### config.mk
export PLATFORM = sky130hd
export DESIGN_NAME = ds3_ds2_error_injector
export DESIGN_NICKNAME = d
export VERILOG_FILES = /design/src/design/ds3_err_pkg.sv /design/src/design/ds3_ds2_error_injector.sv /design/src/design/rate_gen.sv /design/src/design/two_entry_buffer.sv
export VERILOG_INCLUDE_DIRS = /design/src /design/src/design
export SDC_FILE = /design/constraint.sdc
export NUM_CORES = 1
export LEC_CHECK = 0
export ABC_AREA = 1
export BUFFER_PORTS_ARGS = -buffer_cell sky130_fd_sc_hd__buf_2
export CAP_MARGIN = 20
export CORE_MARGIN = 5
export CORE_UTILIZATION = 45
export CTS_CLUSTER_SIZE = 16
export DETAILED_ROUTE_END_ITERATION = 10
export GPL_TIMING_DRIVEN = 0
export HOLD_SLACK_MARGIN = 0.15
export SLEW_MARGIN = 25
export SYNTH_ARGS = -nofsm -noshare
export SYNTH_HDL_FRONTEND = slang
export SYNTH_HIERARCHICAL = 1
export SYNTH_SLANG_ARGS = --single-unit
### constraint.sdc
create_clock -name hclk -period 38.7 [get_ports hclk]
set_clock_uncertainty 0.05 [all_clocks]
set_input_delay 1.935 -clock hclk [delete_from_list [all_inputs] [get_ports hclk]]
set_output_delay 1.935 -clock hclk [all_outputs]
set_load 0.02 [all_outputs]
### src/design/ds3_err_defs.svh
// register map, field positions, reset values and counts of the error injector
// assumes inclusion by bare name from every design file that needs it
`ifndef DS3_ERR_DEFS_SVH
`define DS3_ERR_DEFS_SVH

// register byte offsets within the decoded window
`define REG_AW 12
`define ADDR_CTRL 12'h000
`define ADDR_CMD 12'h004
`define ADDR_STATUS 12'h008
`define ADDR_COUNT 12'h00c

// control register fields
`define CTRL_TYPE_LSB 0
`define CTRL_TYPE_MSB 3
`define CTRL_RATE_LSB 4
`define CTRL_RATE_MSB 7
`define CTRL_EN_BIT 8

// command register fields, write one to act
`define CMD_INSERT_BIT 0
`define CMD_TOGGLE_BIT 1

// status register fields
`define STAT_SPARE_BIT 0
`define STAT_PEND_BIT 1
`define STAT_BURST_BIT 2
`define STAT_EN_BIT 3

// reset values
`define RST_SPARE 1'b0
`define RST_EN 1'b0

// sizes and counts
`define COUNT_W_DEF 16
`define BURST_BITS_DEF 1000
`define RATIO_CW 30
`define BUF_W 3

`endif

### src/design/ds3_err_pkg.sv
// types shared by the error injector modules
// assumes nothing of its surroundings
package ds3_err_pkg;

  // selected error type
  typedef enum logic [3:0] {
    E_NONE = 4'h0,
    E_PAYLOAD_ONLY = 4'h1,
    E_PAYLOAD_PARITY = 4'h2,
    E_BPV = 4'h3,
    E_FRAMING = 4'h4,
    E_HC1 = 4'h5,
    E_HC2 = 4'h6,
    E_HC3 = 4'h7,
    E_HC_ALL = 4'h8,
    E_SIGNAL_LOSS = 4'h9,
    E_TC1 = 4'ha,
    E_TC2 = 4'hb,
    E_TC3 = 4'hc,
    E_TC_ALL = 4'hd
  } err_type_type;

  // selected injection rate
  typedef enum logic [3:0] {
    RATE_OFF = 4'h0,
    RATE_SINGLE = 4'h1,
    RATE_BURST = 4'h2,
    RATE_CONT = 4'h3,
    RATE_E2 = 4'h4,
    RATE_E3 = 4'h5,
    RATE_E4 = 4'h6,
    RATE_E5 = 4'h7,
    RATE_E6 = 4'h8,
    RATE_E7 = 4'h9,
    RATE_E8 = 4'ha,
    RATE_E9 = 4'hb
  } rate_type;

  // kind of the bit slot presented by the frame builder
  typedef enum logic [2:0] {
    K_PAYLOAD = 3'h0,
    K_FBIT = 3'h1,
    K_MBIT = 3'h2,
    K_PBIT = 3'h3,
    K_CBIT_HI = 3'h4,
    K_CBIT_TRIB = 3'h5,
    K_XBIT_TRIB = 3'h6,
    K_OTHER = 3'h7
  } slot_kind_type;

  // burst sequencer states
  typedef enum logic [1:0] {
    BG_IDLE = 2'b01,
    BG_RUN = 2'b10
  } burst_state_type;

endpackage

### src/design/ds3_ds2_error_injector.sv
// transmit-side error injector and tributary spare bit control, ahb-lite slave
// assumes a frame builder on hclk presenting tagged bits, and a line driver draining out
//
// Chosen here: register access over AHB-Lite and the register offsets.
`include "ds3_err_defs.svh"
`timescale 1ns/1ps
`default_nettype none
module ds3_ds2_error_injector #(
  parameter int unsigned BURST_BITS = `BURST_BITS_DEF,
  parameter int unsigned COUNT_W = `COUNT_W_DEF
) (
  // clock and reset
  input wire logic hclk,
  input wire logic hresetn,
  // ahb-lite slave
  input wire logic hsel,
  input wire logic [31:0] haddr,
  input wire logic [1:0] htrans,
  input wire logic hwrite,
  input wire logic [2:0] hsize,
  input wire logic [31:0] hwdata,
  input wire logic hready,
  output logic hreadyout,
  output logic hresp,
  output logic [31:0] hrdata,
  // tagged bit stream from the frame builder
  input wire logic in_valid,
  input wire logic in_bit,
  input wire logic in_frame_start,
  input wire ds3_err_pkg::slot_kind_type in_kind,
  input wire logic [1:0] in_cidx,
  output logic in_ready,
  // ami line output
  input wire logic out_ready,
  output logic out_valid,
  output logic out_pos,
  output logic out_neg
);
  import ds3_err_pkg::*;

  logic wr_q;
  logic [`REG_AW-1:0] wa_q;
  err_type_type etype_q;
  rate_type rate_q;
  rate_type rate_eff;
  logic en_q;
  logic spare_q;
  logic [COUNT_W-1:0] count_q;
  logic acc_q;
  logic par_q;
  logic last_pol_q;
  logic sel_ok;
  logic cmd_insert;
  logic cmd_toggle;
  logic [31:0] rd_word;
  logic elig;
  logic accept;
  logic step;
  logic inject;
  logic pending;
  logic bursting;
  logic pre_bit;
  logic post_bit;
  logic bpv_flag;
  logic los_flag;
  logic buf_valid;
  logic buf_ready;
  logic [`BUF_W-1:0] buf_data;
  logic pop;

  // c-bit position selected by a type, c1 is index zero
  function automatic logic [1:0] c_pos(input err_type_type t);
    case (t)
      E_HC2, E_TC2: c_pos = 2'h1;
      E_HC3, E_TC3: c_pos = 2'h2;
      default: c_pos = 2'h0;
    endcase
  endfunction

  // address phase qualification, zero wait states
  assign sel_ok = hsel && hready && htrans[1];
  assign cmd_insert = wr_q && (wa_q == `ADDR_CMD) && hwdata[`CMD_INSERT_BIT];
  assign cmd_toggle = wr_q && (wa_q == `ADDR_CMD) && hwdata[`CMD_TOGGLE_BIT];

  // address phase capture and constant okay answer
  always_ff @(posedge hclk or negedge hresetn) begin
    if (!hresetn) begin
      wr_q <= 1'b0;
      wa_q <= '0;
      hreadyout <= 1'b0;
      hresp <= 1'b0;
    end else begin
      wr_q <= sel_ok && hwrite;
      wa_q <= haddr[`REG_AW-1:0];
      hreadyout <= 1'b1;
      hresp <= 1'b0;
    end
  end

  // control register write in data phase
  always_ff @(posedge hclk or negedge hresetn) begin
    if (!hresetn) begin
      etype_q <= E_NONE;
      rate_q <= RATE_OFF;
      en_q <= `RST_EN;
    end else if (wr_q && wa_q == `ADDR_CTRL) begin
      etype_q <= err_type_type'(hwdata[`CTRL_TYPE_MSB:`CTRL_TYPE_LSB]);
      rate_q <= rate_type'(hwdata[`CTRL_RATE_MSB:`CTRL_RATE_LSB]);
      en_q <= hwdata[`CTRL_EN_BIT];
    end
  end

  // read mux, unmapped offsets read zero
  always_comb begin
    rd_word = 32'h0000_0000;
    case (haddr[`REG_AW-1:0])
      `ADDR_CTRL: begin
        rd_word[`CTRL_TYPE_MSB:`CTRL_TYPE_LSB] = etype_q;
        rd_word[`CTRL_RATE_MSB:`CTRL_RATE_LSB] = rate_q;
        rd_word[`CTRL_EN_BIT] = en_q;
      end
      `ADDR_STATUS: begin
        rd_word[`STAT_SPARE_BIT] = spare_q;
        rd_word[`STAT_PEND_BIT] = pending;
        rd_word[`STAT_BURST_BIT] = bursting;
        rd_word[`STAT_EN_BIT] = en_q;
      end
      `ADDR_COUNT: rd_word[COUNT_W-1:0] = count_q;
      default: rd_word = 32'h0000_0000;
    endcase
  end

  // read data registered at the address phase edge
  always_ff @(posedge hclk or negedge hresetn) begin
    if (!hresetn) begin
      hrdata <= 32'h0000_0000;
    end else if (sel_ok && !hwrite) begin
      hrdata <= rd_word;
    end
  end

  // tributary spare bit level
  always_ff @(posedge hclk or negedge hresetn) begin
    if (!hresetn) begin
      spare_q <= `RST_SPARE;
    end else if (cmd_toggle) begin
      spare_q <= ~spare_q;
    end
  end

  // rate limits per type: loss takes continuous, burst, off; others never continuous
  always_comb begin
    if (etype_q == E_SIGNAL_LOSS) begin
      rate_eff = (rate_q == RATE_CONT || rate_q == RATE_BURST) ? rate_q : RATE_OFF;
    end else begin
      rate_eff = (rate_q == RATE_CONT) ? RATE_OFF : rate_q;
    end
  end

  // which bit slots the selected type may corrupt
  always_comb begin
    case (etype_q)
      E_PAYLOAD_ONLY, E_PAYLOAD_PARITY: elig = (in_kind == K_PAYLOAD);
      E_BPV: elig = (in_kind == K_PAYLOAD) && in_bit;
      E_FRAMING: elig = (in_kind == K_FBIT);
      E_HC1, E_HC2, E_HC3: elig = (in_kind == K_CBIT_HI) && (in_cidx == c_pos(etype_q));
      E_HC_ALL: elig = (in_kind == K_CBIT_HI);
      E_TC1, E_TC2, E_TC3: elig = (in_kind == K_CBIT_TRIB) && (in_cidx == c_pos(etype_q));
      E_TC_ALL: elig = (in_kind == K_CBIT_TRIB);
      E_SIGNAL_LOSS: elig = 1'b1;
      default: elig = 1'b0;
    endcase
  end

  assign accept = in_valid && in_ready;
  assign step = accept && elig && en_q;

  rate_gen #(
    .BURST_BITS(BURST_BITS)
  ) u_rate (
    .hclk(hclk),
    .hresetn(hresetn),
    .step(step),
    .arm(cmd_insert),
    .rate(rate_eff),
    .inject(inject),
    .pending(pending),
    .bursting(bursting)
  );

  // corruption ahead of and after the parity tap
  assign pre_bit = in_bit ^ (inject && etype_q == E_PAYLOAD_ONLY);
  assign bpv_flag = inject && (etype_q == E_BPV);
  assign los_flag = inject && (etype_q == E_SIGNAL_LOSS);
  always_comb begin
    case (in_kind)
      K_PBIT: post_bit = par_q;
      K_XBIT_TRIB: post_bit = spare_q;
      default: post_bit = pre_bit ^ (inject && etype_q != E_PAYLOAD_ONLY &&
                                     etype_q != E_BPV && etype_q != E_SIGNAL_LOSS);
    endcase
  end

  // running parity of the payload, latched for the next frame's parity slots
  always_ff @(posedge hclk or negedge hresetn) begin
    if (!hresetn) begin
      acc_q <= 1'b0;
      par_q <= 1'b0;
    end else if (accept && in_frame_start) begin
      par_q <= acc_q;
      acc_q <= 1'b0;
    end else if (accept && in_kind == K_PAYLOAD) begin
      acc_q <= acc_q ^ pre_bit;
    end
  end

  // injected error tally
  always_ff @(posedge hclk or negedge hresetn) begin
    if (!hresetn) begin
      count_q <= '0;
    end else if (inject) begin
      count_q <= count_q + COUNT_W'(1);
    end
  end

  two_entry_buffer #(
    .W(`BUF_W)
  ) u_buf (
    .hclk(hclk),
    .hresetn(hresetn),
    .in_valid(in_valid),
    .in_ready(in_ready),
    .in_data({los_flag, bpv_flag, post_bit}),
    .out_valid(buf_valid),
    .out_ready(buf_ready),
    .out_data(buf_data)
  );

  assign buf_ready = !out_valid || out_ready;
  assign pop = buf_valid && buf_ready;

  // ami encoder: alternate marks, repeat polarity on violation, silence on loss
  always_ff @(posedge hclk or negedge hresetn) begin
    if (!hresetn) begin
      out_valid <= 1'b0;
      out_pos <= 1'b0;
      out_neg <= 1'b0;
      last_pol_q <= 1'b0;
    end else if (pop) begin
      out_valid <= 1'b1;
      if (buf_data[2] || !buf_data[0]) begin
        out_pos <= 1'b0;
        out_neg <= 1'b0;
      end else if (buf_data[1]) begin
        out_pos <= last_pol_q;
        out_neg <= ~last_pol_q;
      end else begin
        out_pos <= ~last_pol_q;
        out_neg <= last_pol_q;
        last_pol_q <= ~last_pol_q;
      end
    end else if (out_ready) begin
      out_valid <= 1'b0;
    end
  end

  a_spare_flip: assert property (@(posedge hclk) disable iff (!hresetn)
    cmd_toggle |=> spare_q != $past(spare_q))
    else $error("spare bit did not flip on toggle");
  a_rate_gate: assert property (@(posedge hclk) disable iff (!hresetn)
    inject |-> en_q && accept)
    else $error("error injected without ds3 enable");
  a_parity_follows: assert property (@(posedge hclk) disable iff (!hresetn)
    (accept && !in_frame_start && in_kind == K_PAYLOAD && etype_q == E_PAYLOAD_ONLY)
    |=> acc_q == ($past(acc_q) ^ $past(in_bit) ^ $past(inject)))
    else $error("parity does not follow corrupted payload");
  a_parity_clean: assert property (@(posedge hclk) disable iff (!hresetn)
    (accept && !in_frame_start && in_kind == K_PAYLOAD && etype_q == E_PAYLOAD_PARITY)
    |=> acc_q == ($past(acc_q) ^ $past(in_bit)))
    else $error("parity saw the corrupted payload");
  a_frame_only: assert property (@(posedge hclk) disable iff (!hresetn)
    (inject && etype_q == E_FRAMING) |-> in_kind == K_FBIT && post_bit != in_bit)
    else $error("framing error outside a framing bit");
  a_hi_cpos: assert property (@(posedge hclk) disable iff (!hresetn)
    (inject && etype_q inside {E_HC1, E_HC2, E_HC3})
    |-> in_kind == K_CBIT_HI && in_cidx == c_pos(etype_q))
    else $error("high-order c-bit error in wrong position");
  a_hi_call: assert property (@(posedge hclk) disable iff (!hresetn)
    (inject && etype_q == E_HC_ALL) |-> in_kind == K_CBIT_HI)
    else $error("all c-bit error outside a c-bit");
  a_trib_cpos: assert property (@(posedge hclk) disable iff (!hresetn)
    (inject && etype_q inside {E_TC1, E_TC2, E_TC3, E_TC_ALL})
    |-> in_kind == K_CBIT_TRIB && (etype_q == E_TC_ALL || in_cidx == c_pos(etype_q)))
    else $error("tributary c-bit error in wrong slot");
  a_los_quiet: assert property (@(posedge hclk) disable iff (!hresetn)
    (pop && buf_data[2]) |=> out_valid && !out_pos && !out_neg)
    else $error("line not silent during loss");
  a_bpv_polarity: assert property (@(posedge hclk) disable iff (!hresetn)
    (pop && buf_data[1] && buf_data[0] && !buf_data[2])
    |=> out_pos == $past(last_pol_q) && out_neg != out_pos)
    else $error("violation mark polarity wrong");
  c_ratio_hit: cover property (@(posedge hclk) disable iff (!hresetn)
    inject && rate_eff == RATE_E2);
  c_los_on: cover property (@(posedge hclk) disable iff (!hresetn)
    pop && buf_data[2]);
  c_stall_full: cover property (@(posedge hclk) disable iff (!hresetn)
    in_valid && !in_ready);
endmodule
`default_nettype wire

### src/design/rate_gen.sv
// decides, bit by eligible bit, whether an error goes in at the selected rate
// assumes step is high for exactly the eligible bits the caller accepts
`include "ds3_err_defs.svh"
`timescale 1ns/1ps
`default_nettype none
module rate_gen #(
  parameter int unsigned BURST_BITS = `BURST_BITS_DEF
) (
  // clock and reset
  input wire logic hclk,
  input wire logic hresetn,
  // control
  input wire logic step,
  input wire logic arm,
  input wire ds3_err_pkg::rate_type rate,
  // results
  output logic inject,
  output logic pending,
  output logic bursting
);
  import ds3_err_pkg::*;

  logic [`RATIO_CW-1:0] cnt_q;
  logic [15:0] bcnt_q;
  burst_state_type bst_q;
  logic is_ratio;
  logic hit;

  // ten to the n, less one, for ratio rates
  function automatic logic [`RATIO_CW-1:0] ratio_term(input rate_type r);
    logic [`RATIO_CW-1:0] t;
    int n;
    t = `RATIO_CW'(1);
    n = int'(r) - int'(RATE_E2) + 2;
    for (int i = 0; i < 9; i++) begin
      if (i < n) begin
        t = `RATIO_CW'(t * `RATIO_CW'(10));
      end
    end
    return t - `RATIO_CW'(1);
  endfunction

  // one error per ten-to-the-n eligible bits
  assign is_ratio = (rate >= RATE_E2) && (rate <= RATE_E9);
  assign hit = is_ratio && (cnt_q == ratio_term(rate));
  assign inject = step && (hit || pending || bst_q == BG_RUN || rate == RATE_CONT);
  assign bursting = (bst_q == BG_RUN);

  // ratio counter
  always_ff @(posedge hclk or negedge hresetn) begin
    if (!hresetn) begin
      cnt_q <= '0;
    end else if (!is_ratio) begin
      cnt_q <= '0;
    end else if (step) begin
      cnt_q <= hit ? '0 : cnt_q + `RATIO_CW'(1);
    end
  end

  // single insert: arm sets, consumption clears, set wins
  always_ff @(posedge hclk or negedge hresetn) begin
    if (!hresetn) begin
      pending <= 1'b0;
    end else if (arm && rate == RATE_SINGLE) begin
      pending <= 1'b1;
    end else if (step || rate != RATE_SINGLE) begin
      pending <= 1'b0;
    end
  end

  // burst sequencer
  always_ff @(posedge hclk or negedge hresetn) begin
    if (!hresetn) begin
      bst_q <= BG_IDLE;
      bcnt_q <= 16'h0000;
    end else begin
      case (bst_q)
        BG_IDLE: begin
          if (arm && rate == RATE_BURST) begin
            bst_q <= BG_RUN;
            bcnt_q <= 16'h0000;
          end
        end
        BG_RUN: begin
          if (rate != RATE_BURST) begin
            bst_q <= BG_IDLE;
          end else if (step) begin
            bcnt_q <= bcnt_q + 16'h0001;
            if (bcnt_q == 16'(BURST_BITS - 1)) begin
              bst_q <= BG_IDLE;
            end
          end
        end
        default: begin
          bst_q <= BG_IDLE;
        end
      endcase
    end
  end

  // ratio error lands exactly on the terminal count
  a_ratio_spacing: assert property (@(posedge hclk) disable iff (!hresetn)
    (inject && is_ratio && !pending && bst_q != BG_RUN) |-> cnt_q == ratio_term(rate))
    else $error("ratio error off its terminal count");
  // off held for three cycles never injects
  a_off_silent: assert property (@(posedge hclk) disable iff (!hresetn)
    (rate == RATE_OFF && $past(rate) == RATE_OFF && $past(rate, 2) == RATE_OFF) |-> !inject)
    else $error("error injected while rate off");
  // single insert gives one error then stops
  a_single_once: assert property (@(posedge hclk) disable iff (!hresetn)
    (inject && pending && !arm && rate == RATE_SINGLE) |=> !pending)
    else $error("single insert not consumed");
  c_burst_done: cover property (@(posedge hclk) disable iff (!hresetn)
    bst_q == BG_RUN ##1 bst_q == BG_IDLE);
endmodule
`default_nettype wire

### src/design/two_entry_buffer.sv
// two-entry valid/ready buffer with a registered ready on the fill side
// assumes both sides on hclk; drain side may stall at will
`include "ds3_err_defs.svh"
`timescale 1ns/1ps
`default_nettype none
module two_entry_buffer #(
  parameter int unsigned W = `BUF_W
) (
  // clock and reset
  input wire logic hclk,
  input wire logic hresetn,
  // fill side
  input wire logic in_valid,
  output logic in_ready,
  input wire logic [W-1:0] in_data,
  // drain side
  output logic out_valid,
  input wire logic out_ready,
  output logic [W-1:0] out_data
);
  logic [W-1:0] mem_q [2];
  logic wr_q;
  logic rd_q;
  logic [1:0] cnt_q;
  logic push;
  logic pop;
  logic [1:0] cnt_d;

  // handshakes and next fill level
  assign push = in_valid && in_ready;
  assign pop = out_valid && out_ready;
  assign out_valid = (cnt_q != 2'h0);
  assign out_data = mem_q[rd_q];
  assign cnt_d = cnt_q + {1'b0, push} - {1'b0, pop};

  // storage write
  always_ff @(posedge hclk) begin
    if (push) begin
      mem_q[wr_q] <= in_data;
    end
  end

  // pointers, level and registered ready
  always_ff @(posedge hclk or negedge hresetn) begin
    if (!hresetn) begin
      wr_q <= 1'b0;
      rd_q <= 1'b0;
      cnt_q <= 2'h0;
      in_ready <= 1'b0;
    end else begin
      if (push) begin
        wr_q <= ~wr_q;
      end
      if (pop) begin
        rd_q <= ~rd_q;
      end
      cnt_q <= cnt_d;
      in_ready <= (cnt_d != 2'h2);
    end
  end
endmodule
`default_nettype wire

* Word level (Yosys, flattened, before mapping)
Memory sizes are Yosys's and may differ from the RTL's.
Index checks and enable logic that the tools add are counted.
** Operators by class
- $add $sub $neg :: 8
- Multipliers :: 8
- Order comparisons :: 11
- Eq/ne operators :: 44
- Muxes and demuxes :: 44
- Bitwise logic cells :: 8
- Reduce and logical (&&, ||, !) cells :: 54
** Operators by type and width (count)
- 30-bit two-way mux :: 11
- 30-bit by 3-bit multiplier with 29-bit output, second input constant :: 7
- 4-bit by 32-bit less-than comparator with 1-bit output, first input constant :: 4
- 3-bit by 32-bit less-than comparator with 1-bit output, first input constant :: 2
- 16-bit two-way mux :: 3
- 16-bit by 1-bit adder with 16-bit output, second input constant :: 2
- 32-bit by 3-bit adder with 32-bit output, second input constant :: 1
- 1-bit by 32-bit less-than comparator with 1-bit output, first input constant :: 1
- 2-bit by 32-bit less-than comparator with 1-bit output, first input constant :: 1
- 5-bit by 32-bit less-than comparator with 1-bit output, first input constant :: 1
- 16-bit case mux with 2 select lines :: 1
- 30-bit by 1-bit adder with 30-bit output, second input constant :: 1
- 30-bit == test :: 1
- 30-bit by 1-bit subtractor with 30-bit output, second input constant :: 1
- 1-bit logical AND :: 28
- 12-bit by 4-bit == test with 1-bit output, second input constant :: 2
- 4-bit by 2-bit == test with 1-bit output, second input constant :: 6
- 4-bit == test, second input constant :: 6
- 12-bit zero test :: 2
- 16-bit by 10-bit == test with 1-bit output, second input constant :: 1
- 4-bit by 3-bit == test with 1-bit output, second input constant :: 4
- 4-bit two-way mux :: 4
- 12-bit by 3-bit == test with 1-bit output, second input constant :: 1
- 1-bit two-way mux :: 12
- other kinds (37) :: 74
** Storage, ports and cells
- Register bits :: 116
- RAM bits :: 6
- Bits of input ports :: 83
- Output and inout bits :: 38
- Memories :: 1
** Memories
- u_buf.mem_q :: words 2, width 3, read ports 1, clocked after Yosys merged registers in 0, write ports 1, line two_entry_buffer.sv:21 : logic [W-1:0] mem_q [2];

* Depth between registers and ports, before layout
- Depth in word-level cells :: 36
- Depth in mapped cells :: 108
- Mapped depth without buffers :: 107

* Modules after synthesis
The synthesis kept the hierarchy.
** Modules (own cells, without submodules)
- rate_gen :: instances 1, cells each 2318, area each 14087.3 µm², seq. area each 1227.4 µm²
- ds3_ds2_error_injector :: instances 1, cells each 398, area each 3330.7 µm², seq. area each 1551.5 µm²
- two_entry_buffer :: instances 1, cells each 48, area each 499.2 µm², seq. area each 305.3 µm²

* Worst setup path after synthesis
No wires, ideal clock.
- Path type :: reg-to-reg
- From :: register etype_q[1]
- To :: register count_q[13]
- Setup time :: 122 ps
- Data arrival time :: 13619 ps
- Data required time :: 38528 ps
- Path slack :: 24910 ps
- Cell stages (with the launch flop) :: 90
- Path buffers :: 1
- Clock period less this slack :: 13790 ps
- Cell sequence :: dfrtp_1 > inv_2 > nand3_2 > nor2_4 > inv_2 > o21ai_0 > inv_1 > ha_1 > nand3b_1 > nor2_1 > inv_1 > o21ai_0 > inv_1 > ha_1 > o21ai_2 > inv_1 > ha_1 > ha_1 > (+54 left out) > nand3_1 > nand2_1 > nor2_1 > nand3_1 > nor2_1 > nand4_1 > nand2_1 > nand2_1 > nor2_1 > nand3_1 > a21oi_1 > buf_4 > nand4_1 > inv_2 > nand3_2 > nor2_2 > nand2_1 > xor2_1
** On the way
- Longest elaborated chain between the ends :: 29
** RTL lines
- start, declared :: line ds3_ds2_error_injector.sv:43 : err_type_type etype_q;
- start signal, assigned :: line ds3_ds2_error_injector.sv:107 : etype_q <= err_type_type'(hwdata[`CTRL_TYPE_MSB:`CTRL_TYPE_LSB]);
- 4-bit == test * :: line ds3_ds2_error_injector.sv:153 : if (etype_q == E_SIGNAL_LOSS) begin
- 4-bit two-way mux * :: line ds3_ds2_error_injector.sv:153
- net rate_eff[1] :: line ds3_ds2_error_injector.sv:45 : rate_type rate_eff;
- 4-bit by 3-bit subtractor with 5-bit output :: line rate_gen.sv:34 : n = int'(r) - int'(RATE_E2) + 2;
- 32-bit by 3-bit adder with 32-bit output :: line rate_gen.sv:34
- 1-bit by 32-bit less-than comparator with 1-bit output :: line rate_gen.sv:36 : if (i < n) begin
- 4-bit two-way mux :: line rate_gen.sv:36
- 4-bit by 3-bit multiplier with 7-bit output :: line rate_gen.sv:37 : t = `RATIO_CW'(t * `RATIO_CW'(10));
- (+14 left out)
- 30-bit two-way mux :: line rate_gen.sv:36
- 30-bit by 1-bit subtractor with 30-bit output :: line rate_gen.sv:40 : return t - `RATIO_CW'(1);
- 30-bit == test :: line rate_gen.sv:45 : assign hit = is_ratio && (cnt_q == ratio_term(rate));
- 1-bit logical AND :: line rate_gen.sv:45
- 1-bit logical OR (2 in a row) :: line rate_gen.sv:46 : assign inject = step && (hit || pending || bst_q == BG_RUN || rate == RATE_CONT);
- 1-bit logical OR * :: line rate_gen.sv:46
- 1-bit logical AND * :: line rate_gen.sv:46
- net inject :: line ds3_ds2_error_injector.sv:59 : logic inject;
- end signal, assigned :: line ds3_ds2_error_injector.sv:222 : count_q <= count_q + COUNT_W'(1);
- end, declared :: line ds3_ds2_error_injector.sv:48 : logic [COUNT_W-1:0] count_q;
The timed path passes the listed nets; every way through them passes the cells marked *. The select of a mux whose other input is x is not followed.
A chain may end at the register's enable or synchronous reset.

* Final worst setup path
Same ends and word-level chain as after synthesis.

==> qor.csv <==
metric;value;unit
slowest_delay;0.74;ns
hpwl;40790;um
grt_util_all_layers;21.79;%
fp.dieH;209.5;um
cts_buffers;17;
p_leak;10.84;nW
dp_slack;21.97;ns
grt_max_degree;76;
die_w;209.5;um
nFillCells;4125;
drv_cap;0;
postCtsHoldBufs;0;
routabilityCongestion;0.8991;
clk_pin_slew;0.06;ns
gr-total-overflow;0;
worst_slack;21.75;ns
final_common_cell;nand2_1;
ys_seq_elements;122;
slew_viol_final;0;
dieArea;43910;um2
relSlewSlack;37.86;%
final_cell_mix;nand2_1, inv_1, nand3_1, ha_1, nor2_1;
path_common_cell;nand2_1;
crit_path_start_kind;register;
timing.rr.start;etype_q[1]$_DFFE_PN0P_;
fin_setup_tns;0;ns
rsz0062_at_grt;no;
clkSinkCount;122;
drive_above_1_share;11.22;%
clock_tree.root_cell;clkbuf_16;
fmax;0.05898;GHz
fin_crit_sh;43.81;%
drcViolationCount;0;
nNetsFinal;3171;
critPathKind;reg -> reg;
area_delta_synth_final;9.050;%
ys_seq_area_share;17.21;%
vias;17460;
drt.antenna.violating_nets;0;
worstPathRequired;38.96;ns
synth_area;17920;um2
grt_pass1_vias;16870;
min-delay-start;u_rate/cnt_q[20]$_DFFE_PN0P_;
clk_latency;0.42;ns
utilization;49.40;%
end_kind;register;
crit_arrival;17.21;ns
post_synth.cell_area_avg;6.482;um2
core;39550;um2
grt_pass1_wl;81310;um
syn_inst;2764;
clock_path_buffers;2;
ctsResizeCount;0;
synth.distinct_cells;63;
ys_warn_count;6;
finalWirelength;47800;um
async_flop_share;95.08;%
cts_max_level;4;
cts_tree;built;
cp_max_fo;8;
period_needed;16.95;ns
vias_per_cell;5.142;
p_per_area;23.75;nW/um2
synth_enable_flop_cells;6;
firstDrtPassIters;5;
avgRoutedWirePerCell;14.08;um
hold_viol_final;0;
initial_core_util;45.30;%
synth_top_flop_cell;dfrtp_1;
setup_violations;0;
p_total;0.4640;mW
antenna_found_initial;2;
port_buffers;56;
worst_slew_pin_slew;0.9223;ns
hold_path.class;reg -> reg;
cts_setup_buffers;0;
outcome;complete, no violations;
critical_path.startpoint;etype_q[1]$_DFFE_PN0P_;
crit_path_top_delay_cell;o21ai_0;
ioPinCount;121;
drt_iter0_markers;999;
ir_drop;0.02846;mV
num_rows;73;
[worst paths after layout]
kind | end | slack [ns] | cells past startpoint
max | count_q[13]$_DFFE_PN0P_ | 21.75 | 88
min | u_rate/cnt_q[20]$_DFFE_PN0P_ | 0.43 | 2
max reg2reg | count_q[13]$_DFFE_PN0P_ | 21.75 | 88
min reg2reg | u_rate/cnt_q[20]$_DFFE_PN0P_ | 0.43 | 2
max in group asynchronous | hrdata[4]$_DFFE_PN0P_ | 36.55 | 2
min in group asynchronous | u_rate/cnt_q[29]$_DFFE_PN0P_ | 1.34 | 1
[critical path: cells and delay by family, from the launching register on]
kind | cells | cell delay (ns)
xor gates and xnor gates | 4 | 0.60
adders and majority gates | 15 | 4.81
AOI/OAI and AO/OA | 10 | 2.85
buffers and inverters | 12 | 1.20
muxes | 1 | 0.15
and+or+nand+nor | 46 | 6.66
DFF | 1 | 0.46
[sequential cells by signal (all words and copies together), names as in the netlist, 2 cells and up]
signal	flops
u_rate/cnt_q	30
wa_q	12
u_rate/bst_q	2
hrdata	16
etype_q	4
count_q	16
rate_q	4
u_buf/cnt_q	2
u_buf/mem_q	6
u_rate/bcnt_q	16
[power by group]
| group | internal (mW) | leakage (nW) | total [mW] | switching (mW) |
|---|---|---|---|---|
| clock network | 0.0932 | 0.279 | 0.155 | 0.0621 |
| registers | 0.137 | 1.49 | 0.141 | 0.00472 |
| logic | 0.0601 | 9.07 | 0.167 | 0.107 |
[layer usage]
metal	vias up	routed length (um)	global-route usage (%)
li1	9221	-	-
met1	7903	23790	31.23
met2	290	21520	35.86
met3	42	1908	2.676
met4	2	565	3.668
met5	-	10	0
[cells by family after synthesis]
family | synth area share, %
other cells | 0.04192
simple gates | 39.82
mux | 0.05587
flops | 17.21
xor+xnor | 5.768
buf+inv | 10.63
compound gates | 9.979
fa+ha+maj | 16.49
[synthesized netlist by cell type (all sizes together), types with 2 or more instances]
cell | n | area, um2
a21boi | 7 | 52.55
fa | 7 | 140.1
o31ai | 7 | 52.55
nand4 | 81 | 513.0
o211ai | 4 | 30.03
nand3 | 305 | 1787
a31o | 2 | 17.52
nor3b | 4 | 41.29
and2 | 11 | 68.82
xor2 | 88 | 770.7
o21a | 6 | 45.04
and3 | 3 | 18.77
conb | 2 | 7.510
clkbuf | 21 | 78.83
dfrtp | 115 | 2878
o21bai | 14 | 105.1
a31oi | 7 | 43.79
a211oi | 2 | 15.01
a21o | 10 | 75.07
or2 | 33 | 209.0
nor4 | 11 | 81.32
inv | 390 | 1474
clkinv | 2 | 7.510
o21ai | 103 | 560.5
ha | 225 | 2815
xnor2 | 30 | 262.8
buf | 44 | 344.1
nand2 | 783 | 3077
nor3 | 37 | 211.5
nand3b | 17 | 131.4
a21oi | 147 | 747.0
nor2 | 233 | 996.0
edfxtp | 6 | 180.2
[layout make-up]
class / instances / area [um2] / share of cell area [%]
diodes: 1 / 2.502 / 0.01281
plain buffers: 65 / 422.9 / 2.164
clock buffers: 19 / 452.9 / 2.318
clock inverters: 13 / 131.4 / 0.6724
inverters: 392 / 1481 / 7.582
multi-input cells: 2201 / 12990 / 66.48
flip-flops and latches: 122 / 3084 / 15.79
well taps: 525 / 656.9 / 3.362
repair buffers: 57 / 317.8 / 1.627
[per-stage QoR]
| step | cell area, um2 | std cells | hold WS [ns] |
|---|---|---|---|
| CTS | 19540 | 3394 | 0.4308 |
| global placement | 18910 | 3361 | 0.4063 |
| floorplan | 17980 | 2780 | 0.3916 |
| global route | 19540 | 3394 | 0.4572 |
| finish | 19540 | 3395 | 0.4276 |
| detailed placement | 18950 | 3362 | 0.4196 |
(Power assumes the default switching activity.)
